`config.mk`:
```
export PLATFORM = sky130hd
export DESIGN_NAME = uelf_core
export DESIGN_NICKNAME = d
export VERILOG_FILES = /design/src/uelf_ir_codec.v /design/src/uelf_core.v
export VERILOG_INCLUDE_DIRS = /design/src
export SDC_FILE = /design/constraint.sdc
export NUM_CORES = 1
export LEC_CHECK = 0
export BUFFER_PORTS_ARGS = -buffer_cell sky130_fd_sc_hd__buf_2
export CAP_MARGIN = 20
export CELL_PAD_IN_SITES_DETAIL_PLACEMENT = 0
export CELL_PAD_IN_SITES_GLOBAL_PLACEMENT = 1
export CORE_AREA = 2 2 113 115
export CTS_BUF_LIST = sky130_fd_sc_hd__clkbuf_8
export DETAILED_ROUTE_END_ITERATION = 8
export DIE_AREA = 0 0 115 117
export PLACE_DENSITY_LB_ADDON = 0.25
export SLEW_MARGIN = 20
export SYNTH_ARGS = -nofsm -noshare
export SYNTH_HDL_FRONTEND = slang
export SYNTH_SLANG_ARGS = --single-unit
```
`constraint.sdc`:
```
create_clock -name mclk_in -period 6.2 [get_ports mclk_in]
set_input_delay 0.31 -clock mclk_in [delete_from_list [all_inputs] [get_ports mclk_in]]
set_output_delay 0.31 -clock mclk_in [all_outputs]
set_load 0.01 [all_outputs]
```
`src/uelf_defines.vh`:
```
`ifndef UELF_DEFINES_VH
`define UELF_DEFINES_VH
`define UELF_TRIG0_HI     6'h08
`define UELF_TRIG0_LO     6'h00
`define UELF_TRIG1_HI     6'h10
`define UELF_TRIG1_LO     6'h08
`define UELF_TRIG2_HI     6'h18
`define UELF_TRIG2_LO     6'h10
`define UELF_TRIG3_HI     6'h1c
`define UELF_TRIG3_LO     6'h18
`define UELF_FRAME_EXTRA  4'h7
`define UELF_TICKS_PER_BIT 9'h010
`define UELF_IR_PW_RESET  4'h3
`define UELF_WAKE_CODE    4'h1
`define UELF_XSEL_XON1    2'h0
`define UELF_XSEL_XON2    2'h1
`define UELF_XSEL_XOFF1   2'h2
`define UELF_XSEL_XOFF2   2'h3
`endif

```
`src/uelf_ir_codec.v`:
```
`timescale 1ns/1ps
`include "uelf_defines.vh"
module uelf_ir_codec (
	input  wire       mclk_in,
	input  wire       rst_in,
	input  wire       ir_mode_in,
	input  wire       ir_half_in,
	input  wire       ir_rx_inv_in,
	input  wire [3:0] ir_pw_in,
	input  wire       txd_in,
	input  wire [3:0] tx_phase_in,
	input  wire       tx_active_in,
	input  wire       rx_pin_in,
	output reg        tx_pin_out,
	output reg        rxd_out
);
	wire rx_pulse;
	assign rx_pulse = ir_rx_inv_in ? ~rx_pin_in : rx_pin_in;

	always @(posedge mclk_in) begin
		if (rst_in) begin
			tx_pin_out <= 1'b1;
			rxd_out    <= 1'b1;
		end else if (ir_mode_in) begin
			// zero bits pulse high for the first ir_pw phases; ones and idle stay low
			tx_pin_out <= ~txd_in & (tx_phase_in < ir_pw_in);
			// echo suppression: hold the receiver at mark while our own LED fires
			if (ir_half_in && tx_active_in)
				rxd_out <= 1'b1;
			else
				rxd_out <= ~rx_pulse;
		end else begin
			tx_pin_out <= txd_in;
			rxd_out    <= rx_pin_in;
		end
	end
endmodule

```
`src/uelf_core.v`:
```
`timescale 1ns/1ps
`include "uelf_defines.vh"
module uelf_core #(
	parameter LVL_W = 6
) (
	input  wire             mclk_in,
	input  wire             rst_in,
	input  wire             xchar_we_in,
	input  wire [1:0]       xchar_sel_in,
	input  wire [7:0]       xchar_wdata_in,
	input  wire             sw_rx_fc_en_in,
	input  wire             sw_tx_fc_en_in,
	input  wire             dbl_mode_in,
	input  wire             special_det_en_in,
	input  wire             xoff_int_en_in,
	input  wire             sleep_en_in,
	input  wire [1:0]       word_len_in,
	input  wire             rx_char_valid_in,
	input  wire [7:0]       rx_char_in,
	input  wire [LVL_W-1:0] rx_fifo_level_in,
	input  wire [1:0]       rx_trig_sel_in,
	input  wire             bclk16_in,
	input  wire             tx_fc_ack_in,
	input  wire             tx_load_in,
	input  wire             tx_line_idle_in,
	input  wire             rts_in,
	input  wire             auto_dir_en_in,
	input  wire             dir_invert_in,
	input  wire             infrared_enable_pin_in,
	input  wire             ir_mode_we_in,
	input  wire             ir_mode_wdata_in,
	input  wire             ir_half_in,
	input  wire             ir_rx_inv_in,
	input  wire [3:0]       ir_pw_in,
	input  wire             txd_in,
	input  wire [3:0]       tx_phase_in,
	input  wire             rx_pin_in,
	input  wire             int_pending_in,
	input  wire [3:0]       msr_delta_in,
	input  wire [3:0]       modem_in,
	input  wire             thr_write_in,
	input  wire             isr_read_in,
	output reg              rxf_wr_out,
	output reg  [7:0]       rxf_data_out,
	output reg              tx_halt_out,
	output reg              tx_fc_valid_out,
	output reg  [7:0]       tx_fc_data_out,
	output reg              flag_bit4_out,
	output reg              rts_pin_out,
	output reg              ir_mode_out,
	output wire             tx_pin_out,
	output wire             rxd_out,
	output reg              sleep_out,
	output reg              wake_int_out,
	output reg  [3:0]       wake_code_out
);
	// ****************************************
	// helpers
	// ****************************************
	function [7:0] wl_mask;
		input [1:0] wl;
		begin
			wl_mask = 8'hff >> (2'h3 - wl);
		end
	endfunction

	function eqm;
		input [7:0] a;
		input [7:0] b;
		input [1:0] wl;
		begin
			eqm = ((a ^ b) & wl_mask(wl)) == 8'h00;
		end
	endfunction

	function [LVL_W-1:0] trig_hi;
		input [1:0] s;
		begin
			case (s)
				2'h0: trig_hi = `UELF_TRIG0_HI;
				2'h1: trig_hi = `UELF_TRIG1_HI;
				2'h2: trig_hi = `UELF_TRIG2_HI;
				default: trig_hi = `UELF_TRIG3_HI;
			endcase
		end
	endfunction

	function [LVL_W-1:0] trig_lo;
		input [1:0] s;
		begin
			case (s)
				2'h0: trig_lo = `UELF_TRIG0_LO;
				2'h1: trig_lo = `UELF_TRIG1_LO;
				2'h2: trig_lo = `UELF_TRIG2_LO;
				default: trig_lo = `UELF_TRIG3_LO;
			endcase
		end
	endfunction

	// ****************************************
	// flow control characters
	// ****************************************
	reg [7:0] xon1_q;
	reg [7:0] xon2_q;
	reg [7:0] xoff1_q;
	reg [7:0] xoff2_q;

	always @(posedge mclk_in) begin
		if (rst_in) begin
			xon1_q  <= 8'h00;
			xon2_q  <= 8'h00;
			xoff1_q <= 8'h00;
			xoff2_q <= 8'h00;
		end else if (xchar_we_in) begin
			case (xchar_sel_in)
				`UELF_XSEL_XON1:  xon1_q  <= xchar_wdata_in;
				`UELF_XSEL_XON2:  xon2_q  <= xchar_wdata_in;
				`UELF_XSEL_XOFF1: xoff1_q <= xchar_wdata_in;
				default:          xoff2_q <= xchar_wdata_in;
			endcase
		end
	end

	// ****************************************
	// receive match
	// ****************************************
	reg        pend_q;
	reg [7:0]  pend_char_q;
	reg        stash_q;
	reg [7:0]  stash_char_q;

	wire [1:0] wl = word_len_in;
	wire c_xon1  = eqm(rx_char_in, xon1_q, wl);
	wire c_xon2  = eqm(rx_char_in, xon2_q, wl);
	wire c_xoff1 = eqm(rx_char_in, xoff1_q, wl);
	wire c_xoff2 = eqm(rx_char_in, xoff2_q, wl);
	wire p_xon1  = eqm(pend_char_q, xon1_q, wl);
	wire p_xoff1 = eqm(pend_char_q, xoff1_q, wl);
	wire rxv     = rx_char_valid_in & sw_rx_fc_en_in;

	// single mode matches the first value; double needs first then second
	wire dbl_xon  = rxv & dbl_mode_in & pend_q & p_xon1 & c_xon2;
	wire dbl_xoff = rxv & dbl_mode_in & pend_q & p_xoff1 & c_xoff2;
	wire sgl_xon  = rxv & ~dbl_mode_in & c_xon1;
	wire sgl_xoff = rxv & ~dbl_mode_in & c_xoff1;
	wire xon_hit  = (sgl_xon | dbl_xon) & tx_halt_out;
	wire xoff_hit = sgl_xoff | dbl_xoff;
	wire consumed = xon_hit | xoff_hit;
	wire starts_pair = rxv & dbl_mode_in & ~consumed & (c_xon1 | c_xoff1);
	wire special  = rx_char_valid_in & special_det_en_in & ~consumed & c_xoff2;

	always @(posedge mclk_in) begin
		if (rst_in) begin
			pend_q       <= 1'b0;
			pend_char_q  <= 8'h00;
			stash_q      <= 1'b0;
			stash_char_q <= 8'h00;
			rxf_wr_out   <= 1'b0;
			rxf_data_out <= 8'h00;
		end else begin
			rxf_wr_out <= 1'b0;
			stash_q    <= 1'b0;
			if (stash_q) begin
				rxf_wr_out   <= 1'b1;
				rxf_data_out <= stash_char_q;
			end
			if (rx_char_valid_in) begin
				pend_q      <= starts_pair;
				pend_char_q <= rx_char_in;
				if (consumed) begin
					rxf_wr_out <= 1'b0;
				end else if (pend_q) begin
					// broken pair: the held first character goes in now
					rxf_wr_out   <= 1'b1;
					rxf_data_out <= pend_char_q;
					stash_q      <= ~starts_pair;
					stash_char_q <= rx_char_in;
				end else if (!starts_pair) begin
					rxf_wr_out   <= 1'b1;
					rxf_data_out <= rx_char_in;
				end
			end else if (!sw_rx_fc_en_in && pend_q) begin
				pend_q       <= 1'b0;
				rxf_wr_out   <= 1'b1;
				rxf_data_out <= pend_char_q;
			end
		end
	end

	// halt only gates the start of the next character; the shifter finishes
	always @(posedge mclk_in) begin
		if (rst_in) begin
			tx_halt_out   <= 1'b0;
			flag_bit4_out <= 1'b0;
		end else begin
			if (xoff_hit)
				tx_halt_out <= 1'b1;
			else if (xon_hit || !sw_rx_fc_en_in)
				tx_halt_out <= 1'b0;
			if ((xoff_hit && xoff_int_en_in) || special)
				flag_bit4_out <= 1'b1;
			else if (xon_hit)
				flag_bit4_out <= 1'b0;
		end
	end

	// ****************************************
	// transmit Xoff / Xon
	// ****************************************
	localparam S_IDLE = 2'h0;
	localparam S_DLY  = 2'h1;
	localparam S_C1   = 2'h2;
	localparam S_C2   = 2'h3;

	reg [1:0] st_q;
	reg       sent_off_q;
	reg       send_off_q;
	reg [8:0] dly_q;

	wire [8:0] two_chars = {`UELF_FRAME_EXTRA + {2'h0, wl}, 5'h00}; // 32 ticks per bit pair

	always @(posedge mclk_in) begin
		if (rst_in) begin
			st_q            <= S_IDLE;
			sent_off_q      <= 1'b0;
			send_off_q      <= 1'b0;
			dly_q           <= 9'h000;
			tx_fc_valid_out <= 1'b0;
			tx_fc_data_out  <= 8'h00;
		end else begin
			case (st_q)
				S_IDLE: begin
					if (!sw_tx_fc_en_in) begin
						sent_off_q <= 1'b0;
					end else if (!sent_off_q &&
							rx_fifo_level_in >= trig_hi(rx_trig_sel_in)) begin
						st_q  <= S_DLY;
						dly_q <= two_chars;
					end else if (sent_off_q &&
							rx_fifo_level_in <= trig_lo(rx_trig_sel_in)) begin
						st_q            <= S_C1;
						send_off_q      <= 1'b0;
						tx_fc_valid_out <= 1'b1;
						tx_fc_data_out  <= xon1_q;
					end
				end
				S_DLY: begin
					if (bclk16_in)
						dly_q <= dly_q - 9'h001;
					if (bclk16_in && dly_q == 9'h001) begin
						st_q            <= S_C1;
						send_off_q      <= 1'b1;
						tx_fc_valid_out <= 1'b1;
						tx_fc_data_out  <= xoff1_q;
					end
				end
				S_C1: begin
					if (tx_fc_ack_in) begin
						if (dbl_mode_in) begin
							st_q           <= S_C2;
							tx_fc_data_out <= send_off_q ? xoff2_q : xon2_q;
						end else begin
							st_q            <= S_IDLE;
							tx_fc_valid_out <= 1'b0;
							sent_off_q      <= send_off_q;
						end
					end
				end
				S_C2: begin
					if (tx_fc_ack_in) begin
						st_q            <= S_IDLE;
						tx_fc_valid_out <= 1'b0;
						sent_off_q      <= send_off_q;
					end
				end
				default: st_q <= S_IDLE;
			endcase
		end
	end

	// ****************************************
	// half-duplex direction
	// ****************************************
	reg dir_tx_q;

	always @(posedge mclk_in) begin
		if (rst_in) begin
			dir_tx_q    <= 1'b0;
			rts_pin_out <= 1'b1;
		end else begin
			if (tx_load_in)
				dir_tx_q <= 1'b1;
			else if (tx_line_idle_in)
				dir_tx_q <= 1'b0;
			if (auto_dir_en_in)
				rts_pin_out <= (tx_load_in | dir_tx_q) ^ dir_invert_in;
			else
				rts_pin_out <= rts_in;
		end
	end

	// ****************************************
	// infrared
	// ****************************************
	reg rst_seen_q;

	always @(posedge mclk_in) begin
		rst_seen_q <= rst_in;
		if (rst_in)
			ir_mode_out <= 1'b0;
		else if (rst_seen_q)
			ir_mode_out <= infrared_enable_pin_in;
		else if (ir_mode_we_in)
			ir_mode_out <= ir_mode_wdata_in;
	end

	uelf_ir_codec u_ir (
		.mclk_in      (mclk_in),
		.rst_in       (rst_in),
		.ir_mode_in   (ir_mode_out),
		.ir_half_in   (ir_half_in),
		.ir_rx_inv_in (ir_rx_inv_in),
		.ir_pw_in     (ir_pw_in),
		.txd_in       (txd_in),
		.tx_phase_in  (tx_phase_in),
		.tx_active_in (dir_tx_q),
		.rx_pin_in    (rx_pin_in),
		.tx_pin_out   (tx_pin_out),
		.rxd_out      (rxd_out)
	);

	// ****************************************
	// sleep and wake
	// ****************************************
	reg       rx_prev_q;
	reg [3:0] modem_prev_q;

	wire wake_ev = (rx_prev_q & ~rx_pin_in) | thr_write_in |
		(modem_prev_q != modem_in);
	// deltas stay set until the host reads modem status, which blocks re-entry
	wire can_sleep = ~int_pending_in & ~wake_int_out & sleep_en_in &
		(msr_delta_in == 4'h0) & rx_pin_in & ~wake_ev;

	always @(posedge mclk_in) begin
		if (rst_in) begin
			rx_prev_q     <= 1'b1;
			modem_prev_q  <= 4'h0;
			sleep_out     <= 1'b0;
			wake_int_out  <= 1'b0;
			wake_code_out <= 4'h0;
		end else begin
			rx_prev_q    <= rx_pin_in;
			modem_prev_q <= modem_in;
			if (sleep_out && (wake_ev || !sleep_en_in))
				sleep_out <= 1'b0;
			else if (can_sleep)
				sleep_out <= 1'b1;
			if (sleep_out && wake_ev) begin
				wake_int_out  <= 1'b1;
				wake_code_out <= `UELF_WAKE_CODE;
			end else if (isr_read_in) begin
				wake_int_out  <= 1'b0;
				wake_code_out <= 4'h0;
			end
		end
	end
endmodule

```
Yosys cells after proc, flatten, opt, wreduce, memory -nomap -nowiden. Cells that the tools add are included.

Bits in registers: 97. Bits in latches: 0. Bits in writable memories: 0. Memory bits (read-only): 0. Input port bits: 71. Output and inout bits: 30. Word-level logic and storage cells: 236. Memories kept: 0.

Add/subtract/negate cells: 3. $mul: 0. Div/mod/pow operators: 0. Order comparisons: 3. Eq/ne operators: 21. Shift-type cells: 1. Mux-type cells: 77. Bitwise operators: 55. Reductions and logical operators: 47.

Operators with widths (number): 8-bit two-way mux (13); 8-bit bitwise AND (6); 8-bit zero test (6); 8-bit bitwise XOR (6); 6-bit two-way mux (7); 1-bit two-way mux (39); 5-bit case mux with 3 select lines (2); 9-bit two-way mux (3); 8-bit case mux with 3 select lines (1); 1-bit bitwise AND (23); 2-bit inequality test, second input constant (11); 9-bit case mux with 2 select lines (1); 5-bit AND reduction (3); 2-bit two-way mux (7); 7-bit AND reduction (2); 2-bit nonzero test (7); 1-bit inverter (12); 9-bit by 1-bit equality test with 1-bit output, second input constant (1); 9-bit by 1-bit subtractor with 9-bit output, second input constant (1); 2-bit equality test, second input constant (4); 1-bit logical AND (8); 2-bit case mux with 4 select lines (1); 2-bit AND reduction (4); 8-bit by 2-bit >> shifter with 8-bit output, first input constant (1); 23 further kinds (38).

Depth between registers and ports, before layout.
Depth after elaboration: 17. Gate-level depth with buffers: 10. Gate-level depth less buffers: 9.

Cells and area by module. From an unflattened synthesis, not the netlist that was laid out.

Cells, all modules: 659. Area, all modules: 5724.2 µm².

By module, submodules not included: uelf_core (times used 1, cells an instance 642, area each 5569.1 µm², sequential area each 1881.8 µm²); uelf_ir_codec (times used 1, cells an instance 17, area each 155.1 µm², sequential area each 40.0 µm²).

Worst setup path after synthesis. Ideal clock, no wire load.

Path kind: in2reg. From: in rx_trig_sel_in[0]. To: reg dly_q[3]. Setup time: 0.070 ns. Arrival time: 2.263 ns. Data required time: 6.130 ns. Path slack: 3.867 ns. Stages: 9. Cell sequence: and2_1 > ha_1 > or3b_1 > a21boi_1 > o21ai_1 > a211oi_4 > o21ai_2 > or4b_1 > a21oi_1.

Longest elaborated chain between the ends: 9. Elaborated cells on any way between the ends: 11. Those cells by class: order compare (1); eq/ne (3); mux (4); reduce/logical (3).

Ends and longest elaborated chain: start, declared (line uelf_core.v:21) `input wire [1:0] rx_trig_sel_in,`; 2-bit equality test (tied with other cells) (line uelf_core.v:79) `case (s)`; 5-bit case mux with 3 select lines * (line uelf_core.v:79); 6-bit two-way mux * (line uelf_core.v:233) `if (!sw_tx_fc_en_in) begin`; 6-bit two-way mux * (line uelf_core.v:231) `case (st_q)`; 6-bit two-way mux * (line uelf_core.v:223) `if (rst_in) begin`; 6-bit >= comparator * (line uelf_core.v:236) `rx_fifo_level_in >= trig_hi(rx_trig_sel_in)) begin`; 1-bit logical AND * (line uelf_core.v:235) `end else if (!sent_off_q &&`; 2-bit inequality test (no line) *; 4-bit AND reduction (no line) *; end signal, assigned (line uelf_core.v:238) `dly_q <= two_chars;`; end signal, assigned (line uelf_core.v:249) `dly_q <= dly_q - 9'h001;`; end, declared (line uelf_core.v:218) `reg [8:0] dly_q;`.

Mark *: on every way between the ends. The rest lies on a longest branch, timed or not. The select of a mux whose other input is x is not followed. A chain may end at the register's enable or synchronous reset.

Worst setup path after layout.
From: reg st_q[1]. To: reg tx_fc_data_out[1].

Longest elaborated chain between the ends: 3. Elaborated cells on any way between the ends: 12. Those cells by class: eq/ne (8); mux (1); reduce/logical (3).

Ends and longest elaborated chain: start, declared (line uelf_core.v:215) `reg [1:0] st_q;`; start signal, assigned (line uelf_core.v:224) `st_q <= S_IDLE;`; start signal, assigned (line uelf_core.v:237) `st_q <= S_DLY;`; start signal, assigned (line uelf_core.v:241) `st_q <= S_C1;`; 2-bit equality test (tied with other cells) (line uelf_core.v:231); 2-bit inequality test (no line) / 3-bit nonzero test (equally long branches); 7-bit AND reduction (no line); end signal, assigned (line uelf_core.v:244) `tx_fc_data_out <= xon1_q;`; end signal, assigned (line uelf_core.v:254) `tx_fc_data_out <= xoff1_q;`; end signal, assigned (line uelf_core.v:261) `tx_fc_data_out <= send_off_q ? xoff2_q : xon2_q;`; end, declared (line uelf_core.v:47) `output reg [7:0] tx_fc_data_out,`.

Parallel ways exist; a longest one is shown, timed or not.

==> metrics.json <==
{
  "status": {
    "status": "completed"
  },
  "sta": {
    "slew_viol_final": 0,
    "layout_min_cycle_time_ps": 2570,
    "finalClockSkew_ps": 9.72,
    "finalSetupTns_ps": 0,
    "achievable-frequency_mhz": 390,
    "finalSetupViolCount": 0,
    "timing.max_slew.rel_slack_pct": 51.3,
    "timing.final.hold_violations": 0,
    "tightest_slew_ps": 731,
    "rsz0062_at_grt": "no",
    "min_period_over_period_pct": 41.4
  },
  "die": {
    "io_pins": 101,
    "floorplan.die_area_um2": 13500,
    "floorplan.die.width_um": 115,
    "fp.dieH_um": 117,
    "placeable_core_area_um2": 12300,
    "core.rowCount": 41,
    "initial_core_util_pct": 45.7
  },
  "placed_design": {
    "dp_hpwl_um": 10300,
    "place.gp.congestion": 0.824,
    "port_buffers": 97
  },
  "detailed_routing": {
    "average_vias_per_placed_instance": 5.54,
    "route.detailed.drc": 0,
    "detail_route.wirelength_um": 14000,
    "wire_per_inst_um": 16.2,
    "detail_route.first_pass.iterations": 5,
    "detailroute.via_count": 4792,
    "detail-route-antenna-nets": 0,
    "dr.first_iter.drc_count": 302
  },
  "clocking": {
    "cts_buffers": 9,
    "cts_root_buffer": "sky130_fd_sc_hd__clkbuf_8",
    "cts_hold_repair.buffers": 0,
    "clkSinkCount": 96,
    "clock_tree.htree_level_count": 3,
    "number_of_setup_buffers_added_after_cts": 0,
    "clock_tree_buffer_depth": 2,
    "clock_latency_ps": 380,
    "path_clk_slew_ps": 100,
    "tritoncts": "done",
    "cts_resized": 0
  },
  "critical_path": {
    "worst-endpoint-arrival_ps": 2880,
    "criticalPathCategory": "register to register",
    "timing.critical_path.fanout_max": 20,
    "critical_path.endpoint_type": "register",
    "cp-start-kind": "register",
    "critPathRequiredTime_ps": 6510
  },
  "cells_and_area": {
    "most-common-layout-cells": "97 x sky130_fd_sc_hd__buf_2, 96 x sky130_fd_sc_hd__dfxtp_1, 94 x sky130_fd_sc_hd__nor2_1, 62 x sky130_fd_sc_hd__mux2i_1",
    "layout-drive-gt1-share_pct": 20.4,
    "sequential_cell_area_in_the_final_layout_um2": 1920,
    "antenna_cells": 0,
    "final_core_util_pct": 51.1,
    "nFillCells": 1207,
    "area_growth_syn_to_layout_pct": 12.0,
    "multi_input_comb_area_um2": 3370,
    "mostFrequentLayoutCell": "sky130_fd_sc_hd__buf_2",
    "nets": 798
  },
  "synthesis": {
    "synth_area_leader_cell": "sky130_fd_sc_hd__dfxtp_1",
    "post_synth_inst_count": 641,
    "synth_ff_type": "sky130_fd_sc_hd__dfxtp_1",
    "ys_seq_area_share_pct": 34.2,
    "postSynthRegisterBits": 96,
    "synth_top_area_share_pct": 34.2,
    "biggest_area_contributors_in_the_synthesized_netlist": "sky130_fd_sc_hd__dfxtp_1 34%, sky130_fd_sc_hd__mux2i_1 11%, sky130_fd_sc_hd__nor2_1 6.3%",
    "synth_cell_types": 74,
    "postSynthAreaPerCell_um2": 8.77,
    "syn-cell-area_um2": 5620,
    "yosys_warnings": 0,
    "share_of_flip_flops_with_an_asynchronous_set_or_reset_pct": 0,
    "number_of_synthesized_flops_with_an_enable_pin": 0
  },
  "grt": {
    "grt_overflow_total": 0,
    "grt_start_max_net_pins": 61,
    "track_usage_pct": 21.0,
    "grt_first_pass_wirelength_um": 22300,
    "via_count_of_the_first_global_routing_pass": 4513,
    "number_of_antenna_violations_at_the_first_check_in_global_routing": 0
  },
  "min_path": {
    "min-delay-path-class": "primary input to register"
  },
  "flow_run": {
    "maxCapViolCount": 0
  },
  "pwr": {
    "power_density_nw_per_um2": 287,
    "power.ir.vdd_worst_v": 0.000278,
    "power.leakage_nw": 2.77
  }
}
-- layer usage --
| layer | routed length (um) | up-vias | GRT usage, % |
|---|---|---|---|
| li1 | - | 2396 | - |
| met1 | 6750 | 2259 | 28.0 |
| met2 | 6420 | 118 | 34.6 |
| met3 | 577 | 19 | 3.14 |
| met4 | 257 | 0 | 8.27 |
| met5 | 0 | - | 0 |
-- area by class of cell --
cell class	instances	area share, %
Multi-Input combinational cell	479	53.5
Sequential cell	96	30.5
Timing Repair Buffer	99	7.95
Tap cell	150	2.98
Clock buffer	9	1.97
Clock inverter	7	1.53
Inverter	25	1.49
-- stage by stage --
stage | power (mW) | hold WS (ps) | worst slack (ps) | area, um2 | cells
final | 1.81 | 118 | 3630 | 6290 | 865
after floorplan | 1.20 | 338 | 3870 | 5630 | 643
after global routing | 1.92 | 130 | 3350 | 6290 | 865
after CTS | 1.82 | 101 | 3600 | 6290 | 865
after detailed placement | 1.36 | 441 | 3570 | 6070 | 849
after global placement | 1.34 | 439 | 3630 | 6070 | 849
-- cell usage after synthesis, types with 4 or more instances --
cell type	instances
sky130_fd_sc_hd__a211oi_1	4
sky130_fd_sc_hd__a21o_1	4
sky130_fd_sc_hd__a21oi_1	33
sky130_fd_sc_hd__a21oi_2	4
sky130_fd_sc_hd__a22oi_1	15
sky130_fd_sc_hd__a311oi_1	5
sky130_fd_sc_hd__a31oi_1	6
sky130_fd_sc_hd__and2_1	5
sky130_fd_sc_hd__and3_1	4
sky130_fd_sc_hd__buf_1	8
sky130_fd_sc_hd__buf_4	7
sky130_fd_sc_hd__buf_6	7
sky130_fd_sc_hd__clkbuf_1	19
sky130_fd_sc_hd__dfxtp_1	96
sky130_fd_sc_hd__ha_1	17
sky130_fd_sc_hd__inv_1	24
sky130_fd_sc_hd__mux2_2	10
sky130_fd_sc_hd__mux2i_1	62
sky130_fd_sc_hd__nand2_1	34
sky130_fd_sc_hd__nand2b_1	6
sky130_fd_sc_hd__nand3_1	8
sky130_fd_sc_hd__nand3b_1	4
sky130_fd_sc_hd__nand4_1	5
sky130_fd_sc_hd__nor2_1	94
sky130_fd_sc_hd__nor2b_1	9
sky130_fd_sc_hd__nor3_1	11
sky130_fd_sc_hd__nor4_1	6
sky130_fd_sc_hd__o2111ai_1	8
sky130_fd_sc_hd__o211ai_1	4
sky130_fd_sc_hd__o21ai_0	13
sky130_fd_sc_hd__xnor2_1	19
sky130_fd_sc_hd__xor2_1	34
-- final timing paths --
check / from / end / slack (ps) / depth (start not counted)
max: st_q[1] / tx_fc_data_out[1] / 3630 / 9
min: txd_in / u_ir.tx_pin_out / 120 / 2
max reg2reg: st_q[1] / tx_fc_data_out[1] / 3630 / 9
min reg2reg: tx_fc_data_out[7] / tx_fc_data_out[7] / 460 / 2
-- sequential cells by signal, indices dropped and copies added (netlist names), 4 cells and up --
signal,count
xon2_q,8
modem_prev_q,4
xoff2_q,8
pend_char_q,8
xon1_q,8
rxf_data_out,8
xoff1_q,8
tx_fc_data_out,8
stash_char_q,8
dly_q,9
-- where the power goes --
group / internal, mW / switching, mW
combinational: 0.238 / 0.362
sequential: 0.680 / 0.0644
clock: 0.229 / 0.236
total: 1.15 / 0.662
-- cell families after synthesis --
group                      after synthesis  synth area share (%)
AOI/OAI and AO/OA                      128                  16.5
xor gates and xnor gates                55                  8.84
adders and majority gates               17                  3.78
buffers and inverters                   68                  5.99
DFF                                     96                  34.2
muxes                                   72                  13.0
other                                    1                0.0667
and+or+nand+nor                        204                  17.6
-- worst max-delay path: stages, from the launching register on --
cell and delay (ps):
sky130_fd_sc_hd__dfxtp_1 350, sky130_fd_sc_hd__inv_1 80, sky130_fd_sc_hd__ha_1 620, sky130_fd_sc_hd__inv_1 230
sky130_fd_sc_hd__a31oi_1 300, sky130_fd_sc_hd__a21oi_1 100, sky130_fd_sc_hd__and3_1 340, sky130_fd_sc_hd__nand2_1 260
sky130_fd_sc_hd__nand2_1 80, sky130_fd_sc_hd__a21oi_1 130
No activity file was read; power rests on OpenSTA's default activity.
